--- src/fpm_pkg.sv ---
// What this block does
// - Light everything briefly at power up
// - Remote indicator lit under remote control
// - Return key leaves remote, clears indicator
// - Interface lamps follow fitted options
// - Normal message after power up
// - Wake-up or auto selection changes message
// - Normal mode shows bank and state
// - Fifteen banks stepped by upper arrows
// - Ten states stepped by lower arrows
// - Auto mode upper digits show settle time
// - Settle time 0.1 to 9.9 s, 100 ms
// - No fail flag while settle time runs
// - Out of limits in window halts, flashes flag
// - Halted: enter resumes next, exit aborts
// - Arrows adjust the value being shown
package fpm_pkg;

  // ************************************************************
  // Timing.
  // ************************************************************
  localparam int CLK_HZ = 50_000_000; // System clock rate in hertz.
  localparam int TICK_MS = 100; // Length of one timer tick in milliseconds.
  localparam int TICK_CYCLES_DEF = (CLK_HZ / 1000) * TICK_MS; // Clock cycles per tick.
  localparam logic [3:0] LAMP_TICKS = 4'hA; // Display check length in ticks.

  // ************************************************************
  // Value ranges, in display units.
  // ************************************************************
  localparam logic [3:0] BANK_MIN = 4'h1; // First memory bank.
  localparam logic [3:0] BANK_MAX = 4'hF; // Last memory bank.
  localparam logic [3:0] STATE_MIN = 4'h1; // First memory state.
  localparam logic [3:0] STATE_MAX = 4'hA; // Last memory state.
  localparam logic [6:0] TIME_MIN = 7'h01; // Shortest time, in tenths of a second.
  localparam logic [6:0] TIME_MAX = 7'h63; // Longest time, in tenths of a second.
  localparam logic [6:0] TIME_RST = 7'h0A; // Time after reset, one second.
  localparam logic [3:0] STEPS_RST = 4'hA; // Steps in a sequence after reset.

  // ************************************************************
  // Register map and fields.
  // ************************************************************
  localparam logic [7:0] OFS_CTRL = 8'h00; // Control register.
  localparam logic [7:0] OFS_STATUS = 8'h04; // Event status, cleared by read.
  localparam logic [7:0] OFS_MASK = 8'h08; // Interrupt mask.
  localparam logic [7:0] OFS_VIEW = 8'h0C; // Live selection and sequence view.
  localparam int CTRL_FAIL_EN = 0; // Enables fail flagging.
  localparam int CTRL_STEPS_LSB = 4; // Sequence step count field.
  localparam int EV_FAIL = 0; // A step failed its limits.
  localparam int EV_DONE = 1; // A sequence ran to its end or was aborted.
  localparam int EV_LOCAL = 2; // Return key took control back from remote.
  localparam int EV_W = 3; // Number of event bits.
  localparam logic [1:0] RESP_OKAY = 2'h0; // Bus answer for a mapped address.
  localparam logic [1:0] RESP_SLVERR = 2'h2; // Bus answer for an unmapped address.

  // ************************************************************
  // Types.
  // ************************************************************
  typedef enum logic [1:0] {MSG_NORMAL, MSG_WAKE, MSG_AUTO} fpm_msg_t;
  typedef enum logic [1:0] {SQ_IDLE, SQ_SETTLE, SQ_CHECK, SQ_HALT} fpm_seq_t;

  // Front-panel key presses, each a one-cycle pulse.
  typedef struct packed {
    logic up_inc;
    logic up_dec;
    logic low_inc;
    logic low_dec;
    logic enter;
    logic exit_key;
    logic test;
    logic local_key;
    logic wake_sel;
    logic auto_sel;
  } fpm_keys_t;

  // Everything the display shows.
  typedef struct packed {
    logic all_on;
    logic remote_indicator;
    logic [3:0] iface_lamps;
    fpm_msg_t status_msg;
    logic [6:0] upper_value;
    logic [6:0] lower_value;
    logic fail_flag;
    logic running;
  } fpm_disp_t;

endpackage

--- src/fpm_front_panel.sv ---
`timescale 1ns/1ps
module fpm_front_panel
#(
  parameter int TICK_CYCLES = fpm_pkg::TICK_CYCLES_DEF // Cycles per 100 ms tick.
)
(
  input wire logic aclk, // System clock.
  input wire logic aresetn, // Synchronous reset, active low.
  input wire logic [7:0] s_axi_awaddr, // Write address.
  input wire logic s_axi_awvalid, // Write address valid.
  output logic s_axi_awready, // Write address ready.
  input wire logic [31:0] s_axi_wdata, // Write data.
  input wire logic [3:0] s_axi_wstrb, // Write byte strobes.
  input wire logic s_axi_wvalid, // Write data valid.
  output logic s_axi_wready, // Write data ready.
  output logic [1:0] s_axi_bresp, // Write response.
  output logic s_axi_bvalid, // Write response valid.
  input wire logic s_axi_bready, // Write response ready.
  input wire logic [7:0] s_axi_araddr, // Read address.
  input wire logic s_axi_arvalid, // Read address valid.
  output logic s_axi_arready, // Read address ready.
  output logic [31:0] s_axi_rdata, // Read data.
  output logic [1:0] s_axi_rresp, // Read response.
  output logic s_axi_rvalid, // Read data valid.
  input wire logic s_axi_rready, // Read data ready.
  input wire fpm_pkg::fpm_keys_t keys, // Key press pulses.
  input wire logic remote_req, // Pulse: a remote interface took control.
  input wire logic [3:0] iface_fitted, // Fitted interface options.
  input wire logic limit_fail, // Measurement outside the step limits.
  output fpm_pkg::fpm_disp_t disp_q, // Display contents.
  output logic irq // Level interrupt.
);
  import fpm_pkg::*;

  if (TICK_CYCLES < 2)
  begin : g_chk
    $error("TICK_CYCLES must be at least 2");
  end

  // ************************************************************
  // Tick and display check.
  // ************************************************************
  logic [31:0] tick_cnt_q; // Cycles into the current tick.
  logic tick; // One-cycle pulse every 100 ms.
  logic [3:0] lamp_q; // Ticks of display check left.
  logic lamp_on; // Display check running.

  assign tick = (tick_cnt_q == 32'(TICK_CYCLES - 1));
  assign lamp_on = (lamp_q != 4'h0);

  // The tick divider runs free so every timer shares one time base.
  always_ff @(posedge aclk)
  begin
    if (!aresetn || tick)
      tick_cnt_q <= 32'h0000_0000;
    else
      tick_cnt_q <= tick_cnt_q + 32'h0000_0001;
  end

  // The display check starts at reset and lasts a fixed number of ticks.
  always_ff @(posedge aclk)
  begin
    if (!aresetn)
      lamp_q <= LAMP_TICKS;
    else if (lamp_on && tick)
      lamp_q <= lamp_q - 4'h1;
  end

  // ************************************************************
  // Remote control and mode.
  // ************************************************************
  logic remote_q; // Load is under remote control.
  fpm_msg_t msg_q; // Selected status message.
  fpm_seq_t seq_q; // Auto-sequence state.
  logic panel_ok; // Front panel keys are honoured.

  assign panel_ok = !remote_q && !lamp_on;

  // A remote request in the same cycle as the return key wins.
  always_ff @(posedge aclk)
  begin
    if (!aresetn)
      remote_q <= 1'b0;
    else if (remote_req)
      remote_q <= 1'b1;
    else if (keys.local_key)
      remote_q <= 1'b0;
  end

  // Mode changes are refused while a sequence runs so timing stays intact.
  always_ff @(posedge aclk)
  begin
    if (!aresetn)
      msg_q <= MSG_NORMAL;
    else if (panel_ok && seq_q == SQ_IDLE)
    begin
      if (keys.auto_sel)
        msg_q <= MSG_AUTO;
      else if (keys.wake_sel)
        msg_q <= MSG_WAKE;
      else if (keys.exit_key)
        msg_q <= MSG_NORMAL;
    end
  end

  // ************************************************************
  // Selections and times.
  // ************************************************************
  logic [3:0] bank_q; // Selected memory bank.
  logic [3:0] state_q; // Selected memory state.
  logic [6:0] settle_q; // Settle time in tenths.
  logic [6:0] check_q; // Check window time in tenths.
  logic adj_sel; // Arrows steer bank and state.
  logic adj_time; // Arrows steer the two times.

  assign adj_sel = panel_ok && msg_q != MSG_AUTO;
  assign adj_time = panel_ok && msg_q == MSG_AUTO && seq_q == SQ_IDLE;

  // Bank steps by the upper arrows and saturates at both ends.
  always_ff @(posedge aclk)
  begin
    if (!aresetn)
      bank_q <= BANK_MIN;
    else if (adj_sel && keys.up_inc && bank_q != BANK_MAX)
      bank_q <= bank_q + 4'h1;
    else if (adj_sel && keys.up_dec && bank_q != BANK_MIN)
      bank_q <= bank_q - 4'h1;
  end

  // State steps by the lower arrows and saturates at both ends.
  always_ff @(posedge aclk)
  begin
    if (!aresetn)
      state_q <= STATE_MIN;
    else if (adj_sel && keys.low_inc && state_q != STATE_MAX)
      state_q <= state_q + 4'h1;
    else if (adj_sel && keys.low_dec && state_q != STATE_MIN)
      state_q <= state_q - 4'h1;
  end

  // Settle time moves in 100 ms steps within its range.
  always_ff @(posedge aclk)
  begin
    if (!aresetn)
      settle_q <= TIME_RST;
    else if (adj_time && keys.up_inc && settle_q != TIME_MAX)
      settle_q <= settle_q + 7'h01;
    else if (adj_time && keys.up_dec && settle_q != TIME_MIN)
      settle_q <= settle_q - 7'h01;
  end

  // Check window uses the same range and step as the settle time.
  always_ff @(posedge aclk)
  begin
    if (!aresetn)
      check_q <= TIME_RST;
    else if (adj_time && keys.low_inc && check_q != TIME_MAX)
      check_q <= check_q + 7'h01;
    else if (adj_time && keys.low_dec && check_q != TIME_MIN)
      check_q <= check_q - 7'h01;
  end

  // ************************************************************
  // Auto-sequence.
  // ************************************************************
  logic fail_en_q; // Fail flagging enabled by software.
  logic [3:0] steps_q; // Steps in one sequence.
  logic [3:0] step_q; // Current step, counted from zero.
  logic [6:0] tmr_q; // Ticks left in the current phase.
  logic blink_q; // Flash phase of the fail flag.
  logic last_step; // Current step is the final one.
  logic phase_end; // Current timed phase expires now.
  logic ev_fail; // Pulse: a step failed.
  logic ev_done; // Pulse: a sequence ended.

  assign last_step = (step_q + 4'h1 >= steps_q);
  assign phase_end = tick && tmr_q == 7'h01;
  assign ev_fail = seq_q == SQ_CHECK && fail_en_q && limit_fail;
  assign ev_done = (seq_q == SQ_CHECK && !ev_fail && phase_end && last_step)
    || (seq_q == SQ_HALT && keys.exit_key)
    || (seq_q == SQ_HALT && keys.enter && last_step);

  // Each step settles first, then checks limits, then moves on.
  always_ff @(posedge aclk)
  begin
    if (!aresetn)
    begin
      seq_q <= SQ_IDLE;
      step_q <= 4'h0;
      tmr_q <= TIME_MIN;
    end
    else
    begin
      case (seq_q)
        SQ_IDLE:
        begin
          if (panel_ok && msg_q == MSG_AUTO && keys.test)
          begin
            seq_q <= SQ_SETTLE;
            step_q <= 4'h0;
            tmr_q <= settle_q;
          end
        end
        SQ_SETTLE:
        begin
          if (phase_end)
          begin
            seq_q <= SQ_CHECK;
            tmr_q <= check_q;
          end
          else if (tick)
            tmr_q <= tmr_q - 7'h01;
        end
        SQ_CHECK:
        begin
          if (ev_fail)
            seq_q <= SQ_HALT;
          else if (phase_end && last_step)
            seq_q <= SQ_IDLE;
          else if (phase_end)
          begin
            seq_q <= SQ_SETTLE;
            step_q <= step_q + 4'h1;
            tmr_q <= settle_q;
          end
          else if (tick)
            tmr_q <= tmr_q - 7'h01;
        end
        SQ_HALT:
        begin
          if (keys.exit_key)
            seq_q <= SQ_IDLE;
          else if (keys.enter && last_step)
            seq_q <= SQ_IDLE;
          else if (keys.enter)
          begin
            seq_q <= SQ_SETTLE;
            step_q <= step_q + 4'h1;
            tmr_q <= settle_q;
          end
        end
        default:
          seq_q <= SQ_IDLE;
      endcase
    end
  end

  // The flag flashes at the tick rate while halted, lights for the display check and is dark otherwise.
  always_ff @(posedge aclk)
  begin
    if (!aresetn || seq_q != SQ_HALT)
      blink_q <= 1'b1;
    else if (tick)
      blink_q <= !blink_q;
  end

  // ************************************************************
  // Display register.
  // ************************************************************
  // One register stage keeps the display free of decode glitches.
  always_ff @(posedge aclk)
  begin
    if (!aresetn)
      disp_q <= '0;
    else
    begin
      disp_q.all_on <= lamp_on;
      disp_q.remote_indicator <= remote_q || lamp_on;
      disp_q.iface_lamps <= lamp_on ? 4'hF : iface_fitted;
      disp_q.status_msg <= msg_q;
      disp_q.upper_value <= (msg_q == MSG_AUTO) ? settle_q : {3'h0, bank_q};
      disp_q.lower_value <= (msg_q == MSG_AUTO) ? check_q : {3'h0, state_q};
      disp_q.fail_flag <= lamp_on || (seq_q == SQ_HALT && blink_q);
      disp_q.running <= seq_q != SQ_IDLE;
    end
  end

  // ************************************************************
  // Register bus and interrupt.
  // ************************************************************
  logic aw_q; // Write address held.
  logic w_q; // Write data held.
  logic [7:0] awaddr_q; // Held write address.
  logic [31:0] wdata_q; // Held write data.
  logic [3:0] wstrb_q; // Held write strobes.
  logic [EV_W-1:0] sts_q; // Sticky events.
  logic [EV_W-1:0] mask_q; // Interrupt mask.
  logic do_wr; // Write commits this cycle.
  logic do_rd; // Read taken this cycle.
  logic rd_sts; // Read of the status register.
  logic [EV_W-1:0] ev; // Event pulses.

  assign s_axi_awready = !aw_q && !s_axi_bvalid;
  assign s_axi_wready = !w_q && !s_axi_bvalid;
  assign s_axi_arready = !s_axi_rvalid;
  assign do_wr = aw_q && w_q && !s_axi_bvalid;
  assign do_rd = s_axi_arvalid && s_axi_arready;
  assign rd_sts = do_rd && s_axi_araddr == OFS_STATUS;
  assign ev = {remote_q && !remote_req && keys.local_key, ev_done, ev_fail};
  assign irq = |(sts_q & mask_q);

  // Address and data are caught separately, in either order.
  always_ff @(posedge aclk)
  begin
    if (!aresetn)
    begin
      aw_q <= 1'b0;
      w_q <= 1'b0;
      awaddr_q <= 8'h00;
      wdata_q <= 32'h0000_0000;
      wstrb_q <= 4'h0;
      s_axi_bvalid <= 1'b0;
      s_axi_bresp <= RESP_OKAY;
    end
    else
    begin
      if (s_axi_awvalid && s_axi_awready)
      begin
        aw_q <= 1'b1;
        awaddr_q <= s_axi_awaddr;
      end
      if (s_axi_wvalid && s_axi_wready)
      begin
        w_q <= 1'b1;
        wdata_q <= s_axi_wdata;
        wstrb_q <= s_axi_wstrb;
      end
      if (do_wr)
      begin
        aw_q <= 1'b0;
        w_q <= 1'b0;
        s_axi_bvalid <= 1'b1;
        s_axi_bresp <= (awaddr_q == OFS_CTRL || awaddr_q == OFS_MASK || awaddr_q == OFS_STATUS
          || awaddr_q == OFS_VIEW) ? RESP_OKAY : RESP_SLVERR;
      end
      else if (s_axi_bready)
        s_axi_bvalid <= 1'b0;
    end
  end

  // Control and mask take byte lane zero only; the rest read back as zero.
  always_ff @(posedge aclk)
  begin
    if (!aresetn)
    begin
      fail_en_q <= 1'b1;
      steps_q <= STEPS_RST;
      mask_q <= '0;
    end
    else if (do_wr && wstrb_q[0])
    begin
      if (awaddr_q == OFS_CTRL)
      begin
        fail_en_q <= wdata_q[CTRL_FAIL_EN];
        steps_q <= (wdata_q[CTRL_STEPS_LSB +: 4] == 4'h0) ? 4'h1 : wdata_q[CTRL_STEPS_LSB +: 4];
      end
      if (awaddr_q == OFS_MASK)
        mask_q <= wdata_q[EV_W-1:0];
    end
  end

  // A new event in the cycle of the clearing read survives the read.
  always_ff @(posedge aclk)
  begin
    if (!aresetn)
      sts_q <= '0;
    else
      sts_q <= (rd_sts ? '0 : sts_q) | ev;
  end

  // Reads answer one cycle after the address is taken.
  always_ff @(posedge aclk)
  begin
    if (!aresetn)
    begin
      s_axi_rvalid <= 1'b0;
      s_axi_rdata <= 32'h0000_0000;
      s_axi_rresp <= RESP_OKAY;
    end
    else if (do_rd)
    begin
      s_axi_rvalid <= 1'b1;
      s_axi_rresp <= RESP_OKAY;
      case (s_axi_araddr)
        OFS_CTRL: s_axi_rdata <= {24'h00_0000, steps_q, 3'h0, fail_en_q};
        OFS_STATUS: s_axi_rdata <= {29'h0000_0000, sts_q};
        OFS_MASK: s_axi_rdata <= {29'h0000_0000, mask_q};
        OFS_VIEW: s_axi_rdata <= {2'h0, 2'(seq_q), step_q, state_q, bank_q, 1'b0, check_q,
          1'b0, settle_q};
        default:
        begin
          s_axi_rdata <= 32'h0000_0000;
          s_axi_rresp <= RESP_SLVERR;
        end
      endcase
    end
    else if (s_axi_rready)
      s_axi_rvalid <= 1'b0;
  end

  // ************************************************************
  // Assertions.
  // ************************************************************
  property p_lamp;
    @(posedge aclk) disable iff (!aresetn) lamp_on |=> disp_q.all_on && disp_q.fail_flag;
  endproperty
  a_lamp: assert property (p_lamp) else $error("display check not lit");

  property p_rem_set;
    @(posedge aclk) disable iff (!aresetn) remote_req |=> ##1 disp_q.remote_indicator;
  endproperty
  a_rem_set: assert property (p_rem_set) else $error("remote not shown");

  property p_local_clr;
    @(posedge aclk) disable iff (!aresetn)
      keys.local_key && !remote_req && !lamp_on |=> !remote_q ##1 !disp_q.remote_indicator;
  endproperty
  a_local_clr: assert property (p_local_clr) else $error("return key ignored");

  property p_iface;
    @(posedge aclk) disable iff (!aresetn)
      !lamp_on |=> disp_q.iface_lamps == $past(iface_fitted);
  endproperty
  a_iface: assert property (p_iface) else $error("interface lamps wrong");

  property p_bank_step;
    @(posedge aclk) disable iff (!aresetn)
      adj_sel && keys.up_inc && bank_q != BANK_MAX |=> bank_q == $past(bank_q) + 4'h1;
  endproperty
  a_bank_step: assert property (p_bank_step) else $error("bank did not step");

  property p_range;
    @(posedge aclk) disable iff (!aresetn) bank_q >= BANK_MIN && bank_q <= BANK_MAX
      && state_q >= STATE_MIN && state_q <= STATE_MAX && settle_q >= TIME_MIN
      && settle_q <= TIME_MAX;
  endproperty
  a_range: assert property (p_range) else $error("selection out of range");

  property p_settle_nofail;
    @(posedge aclk) disable iff (!aresetn)
      seq_q == SQ_SETTLE && !lamp_on |=> !disp_q.fail_flag;
  endproperty
  a_settle_nofail: assert property (p_settle_nofail) else $error("flag in settle");

  property p_settle_end;
    @(posedge aclk) disable iff (!aresetn)
      seq_q == SQ_SETTLE && phase_end |=> seq_q == SQ_CHECK && tmr_q == $past(check_q);
  endproperty
  a_settle_end: assert property (p_settle_end) else $error("window not after settle");

  property p_halt;
    @(posedge aclk) disable iff (!aresetn) ev_fail |=> seq_q == SQ_HALT ##1 disp_q.fail_flag;
  endproperty
  a_halt: assert property (p_halt) else $error("failure did not halt");

  property p_exit;
    @(posedge aclk) disable iff (!aresetn)
      seq_q == SQ_HALT && keys.exit_key |=> seq_q == SQ_IDLE && sts_q[EV_DONE];
  endproperty
  a_exit: assert property (p_exit) else $error("exit did not abort");

  c_halt: cover property (@(posedge aclk) disable iff (!aresetn) ev_fail);
  c_done: cover property (@(posedge aclk) disable iff (!aresetn) ev_done && seq_q == SQ_CHECK);
  c_irq: cover property (@(posedge aclk) disable iff (!aresetn) irq && rd_sts);
endmodule

--- config.mk ---
export PLATFORM = sky130hd
export DESIGN_NAME = fpm_front_panel
export DESIGN_NICKNAME = d
export VERILOG_FILES = /design/src/fpm_pkg.sv /design/src/fpm_front_panel.sv
export SDC_FILE = /design/constraint.sdc
export NUM_CORES = 1
export LEC_CHECK = 0
export ABC_AREA = 1
export ABC_CLOCK_PERIOD_IN_PS = 2400
export BUFFER_PORTS_ARGS = -buffer_cell sky130_fd_sc_hd__buf_2
export CAP_MARGIN = 20
export CORE_MARGIN = 2
export CORE_UTILIZATION = 57
export CTS_CLUSTER_SIZE = 40
export DETAILED_ROUTE_END_ITERATION = 16
export PLACE_DENSITY = 0.81
export SYNTH_ARGS = -nofsm -noshare
export SYNTH_HDL_FRONTEND = slang
export SYNTH_SLANG_ARGS = --single-unit
--- constraint.sdc ---
create_clock -name aclk -period 2.4 [get_ports aclk]
set_input_delay 0.24 -clock aclk [delete_from_list [all_inputs] [get_ports aclk]]
set_output_delay 0.24 -clock aclk [all_outputs]
set_load 0.05 [all_outputs]
==> key figures <==
Synthesis
  • Compound-Gate Fraction of Synth Area: 0.135
  • Cell Area, Synth: 0.00820 mm2
  • Post-synthesis instance total: 1180
  • Synth warnings: 0
  • Ys async rst share: 0
  • Yosys reg bits: 161
  • Post-synth EDFFs: 0
  • Synth cell types: 44
  • Post-synthesis mux area share: 0
  • Syn Area/Cell: 6.95 um2
  • Primary FF master, synth: dfxtp_1
  • Largest family of logic cells by synthesized area: simple AND/OR/NAND/NOR gates
  • Sequential fraction of the synthesis area: 0.393
  • Synthesized-area fraction occupied by adder cells: 0.0427
  • XOR/XNOR share of the synthesized area: 0.0182
  • Synth Area in Simple Gates: 0.326

Setup path
  • Worst R2R Setup Slack: 0.20 ns
  • Worst setup startpoint: step_q[0]
  • Worst setup SP type: flop
  • R2r endpoint: tmr_q[3]
  • Worst Setup EP: tmr_q[3]
  • R2R depth: 11
  • Crit Reg-Reg Startpoint: step_q[0]
  • CP endpoint kind: flop
  • CP required: 2.73 ns
  • Crit path DAT: 2.53 ns
  • Crit path max fanout: 12
  • Type of the worst setup path: reg -> reg

STA
  • Final setup skew: 0.0123 ns
  • Worst-margin pin slew: 0.732 ns
  • Fin. Hold Viols: 0
  • Fin. max-slew vios: 0
  • Tcrit/Tclk final: 0.917
  • Slew headroom: 0.507
  • RSZ-0062 raised after global routing: no
  • TNS Setup: 0 ns
  • Fin crit period: 2.20 ns
  • # setup viols final: 0
  • Highest Clock Rate: 454 MHz

Routing
  • Routed wire length: 20300 um
  • DRT Pass-1 Iters: 6
  • Vias/cell: 5.39
  • Antenna-violating nets left: 0
  • Drt initial violations: 649
  • # DRC: 0
  • Routed length per instance: 13.7 um
  • Total number of vias: 7972

Finish
  • Layout cells sized above 1: 0.166
  • Area Growth Syn to Fin: 15.6%
  • Filler cells: 1242
  • N_diodes: 0
  • Multi-input gate area: 0.00431 mm2
  • Layout Nets: 1390
  • Flip-flop and latch area: 0.00322 mm2

Clock tree
  • Post-CTS setup buffer count: 0
  • CTS tree: built
  • Root Driver: clkbuf_16
  • Worst-Skew Late Latency: 0.43 ns
  • Clock transition at the registers of the reported paths: 0.07 ns
  • Htree depth: 4
  • CTS buffer count: 17
  • Max clock buf depth: 2
  • Sink Count: 161

Pwr
  • Total chip power: 6.78 mW
  • Sw Share: 0.320
  • Pint: 4.61 mW
  • Gate power share: 0.185
  • Leak: 4.08 nW
  • NetSw: 2.17 mW
  • Clk pwr share: 0.381
  • Flop pwr share: 0.434
  • Max IR drop VDD: 0.546 mV
  • Power per cell area: 715 mW/mm2

Global routing
  • Global-route wire length before repair: 33800 um
  • Largest net degree at the start of global routing: 42
  • All-layer global routing usage: 0.276
  • Grt ovf: 0
  • Vias in the first global route: 7432
  • Initial antenna violation count: 0

Die
  • Die W: 124 um
  • Full die area: 0.0154 mm2
  • IO Count: 141
  • Core ar.: 0.0140 mm2
  • Chip Height: 124 um
  • Initial Util: 0.586
  • # rows: 43

Min path
  • Worst min path class: in -> reg

Placement
  • DP HPWL: 14700 um
  • Port Buffers: 107
  • RD Place Congestion: 0.958

Job
  • Max-cap violations: 0

Status
  • Status: complete, no violations
-- Yosys cell counts, drive strengths merged (2+ instances only) --
library cell	instances	share of area
nor3b	8	0.0085
ha	28	0.043
or2	14	0.011
nand3	89	0.058
buf	17	0.013
nor2	158	0.081
xnor2	3	0.0032
dfxtp	161	0.39
a31oi	3	0.0023
a21oi	99	0.062
a211oi	2	0.0018
o21ai	80	0.050
clkbuf	20	0.0092
nor4	9	0.0069
a22oi	4	0.0037
nand4	22	0.017
nor3	24	0.016
clkinv	2	0.00092
o31ai	2	0.0018
xor2	14	0.015
o22ai	4	0.0031
nand2	270	0.13
o21a	4	0.0037
o211ai	6	0.0055
inv	132	0.060
-- worst min path at each step --
| stage | startpoint | endpoint | slack (ns) | cells past startpoint |
|---|---|---|---|---|
| after floorplan | keys[0] | msg_q[0] | 0.34 | 1 |
| final | keys[0] | msg_q[0] | 0.02 | 2 |
| after global placement | s_axi_bready | s_axi_bvalid | 0.44 | 2 |
| after CTS | iface_fitted[1] | disp_q[19] | 0.02 | 3 |
| after global routing | keys[0] | msg_q[0] | 0.03 | 2 |
| after detailed placement | s_axi_bready | s_axi_bvalid | 0.45 | 2 |
-- sequential cells by signal (all words and copies together), names as in the netlist, 3 cells and up --
register and flops:
tick_cnt_q 32, s_axi_rdata 29, disp_q 24, awaddr_q 8, check_q 7, settle_q 7, tmr_q 7, wdata_q 7
bank_q 4, lamp_q 4, state_q 4, step_q 4, steps_q 4, mask_q 3, sts_q 3
-- layout by cell type (no fill, tap or decap), types with 4 or more instances in the layout --
master     netlist  layout
nand3_1         83      83
nor3b_1          6       6
nand4_1         22      22
inv_2            7       7
nand2_1        260     260
dfxtp_1        161     160
nor2_1         140     140
nand2_2         10      10
nor2_4           5       6
inv_1          125     125
inv_8            0       4
inv_6            0       4
ha_1            28      28
or2_2           12      12
buf_4            6      12
o211ai_1         6       6
xor2_1          14      14
nor4_1           9       9
o22ai_1          4       4
nand3_2          6       6
nor2_2          13      12
clkbuf_16        0      17
a22oi_1          4       4
o21a_1           4       4
buf_2            6     107
o21ai_1          6       6
conb_1           1       5
nor3_1          22      22
a21oi_1         96      96
o21ai_0         72      72
-- logic make-up after synthesis --
logic type               Yosys count
buffers and inverters            171
adder cells (fa/ha/maj)           28
AO/OA/AOI/OAI                    206
flip-flops                       161
AND/OR/NAND/NOR                  596
other                              1
XOR/XNOR                          17
-- power by group through the flow --
| stage | Clock (mW) | Combinational, mW | Sequential, mW |
|---|---|---|---|
| finish | 2.58 | 1.25 | 2.94 |
| global route | 2.72 | 1.42 | 2.96 |
| CTS | 2.61 | 1.24 | 2.94 |
| detailed placement | 0 | 1.23 | 3.00 |
| global placement | 0 | 1.22 | 3.00 |
| floorplan | 0 | 0.926 | 3.03 |
-- cell type report --
class                   count  share of cell area
clock buffers              18              0.0463
clock inverters            14              0.0128
inverters                 134              0.0531
multi-input cells         852               0.455
flip-flops and latches    161               0.340
well taps                 180              0.0238
repair buffers            121              0.0692
-- metrics by stage --
step	setup slack (ns)	util	hold slack (ns)	instance area, um2	instances
finish	0.198	0.678	0.0230	9480	1480
global route	0.00600	0.678	0.0267	9480	1480
CTS	0.133	0.677	0.0169	9470	1480
detailed placement	0.145	0.636	0.452	8900	1447
global placement	0.207	0.636	0.441	8900	1447
floorplan	0.302	-	0.341	8220	1184
-- per-layer routing --
layer  global-route usage  share of wire  routed length, um
met3               0.0545          0.055               1120
met4                0.105          0.025                500
met2                0.459           0.47               9490
met1                0.354           0.45               9200
met5                    0              0                  0
-- worst max-delay path, stage by stage (launching register included) --
cell     delay, ns
dfxtp_2       0.36
ha_1          0.31
ha_1          0.29
inv_1         0.06
nor2_1        0.03
o21ai_0       0.13
nand3_1       0.17
nand3_1       0.15
nand3_2       0.15
buf_4         0.21
a21oi_1       0.16
a21oi_2       0.07
-- timing repair --
| action | 4_1_cts | 5_1_grt |
|---|---|---|
| endpoints found under the hold margin | 1 | 0 |
| hold buffers | 1 | 0 |
| setup endpoints to repair | 0 | 9 |
| resized for setup | 0 | 2 |
Power figures use the tool's default switching activity.
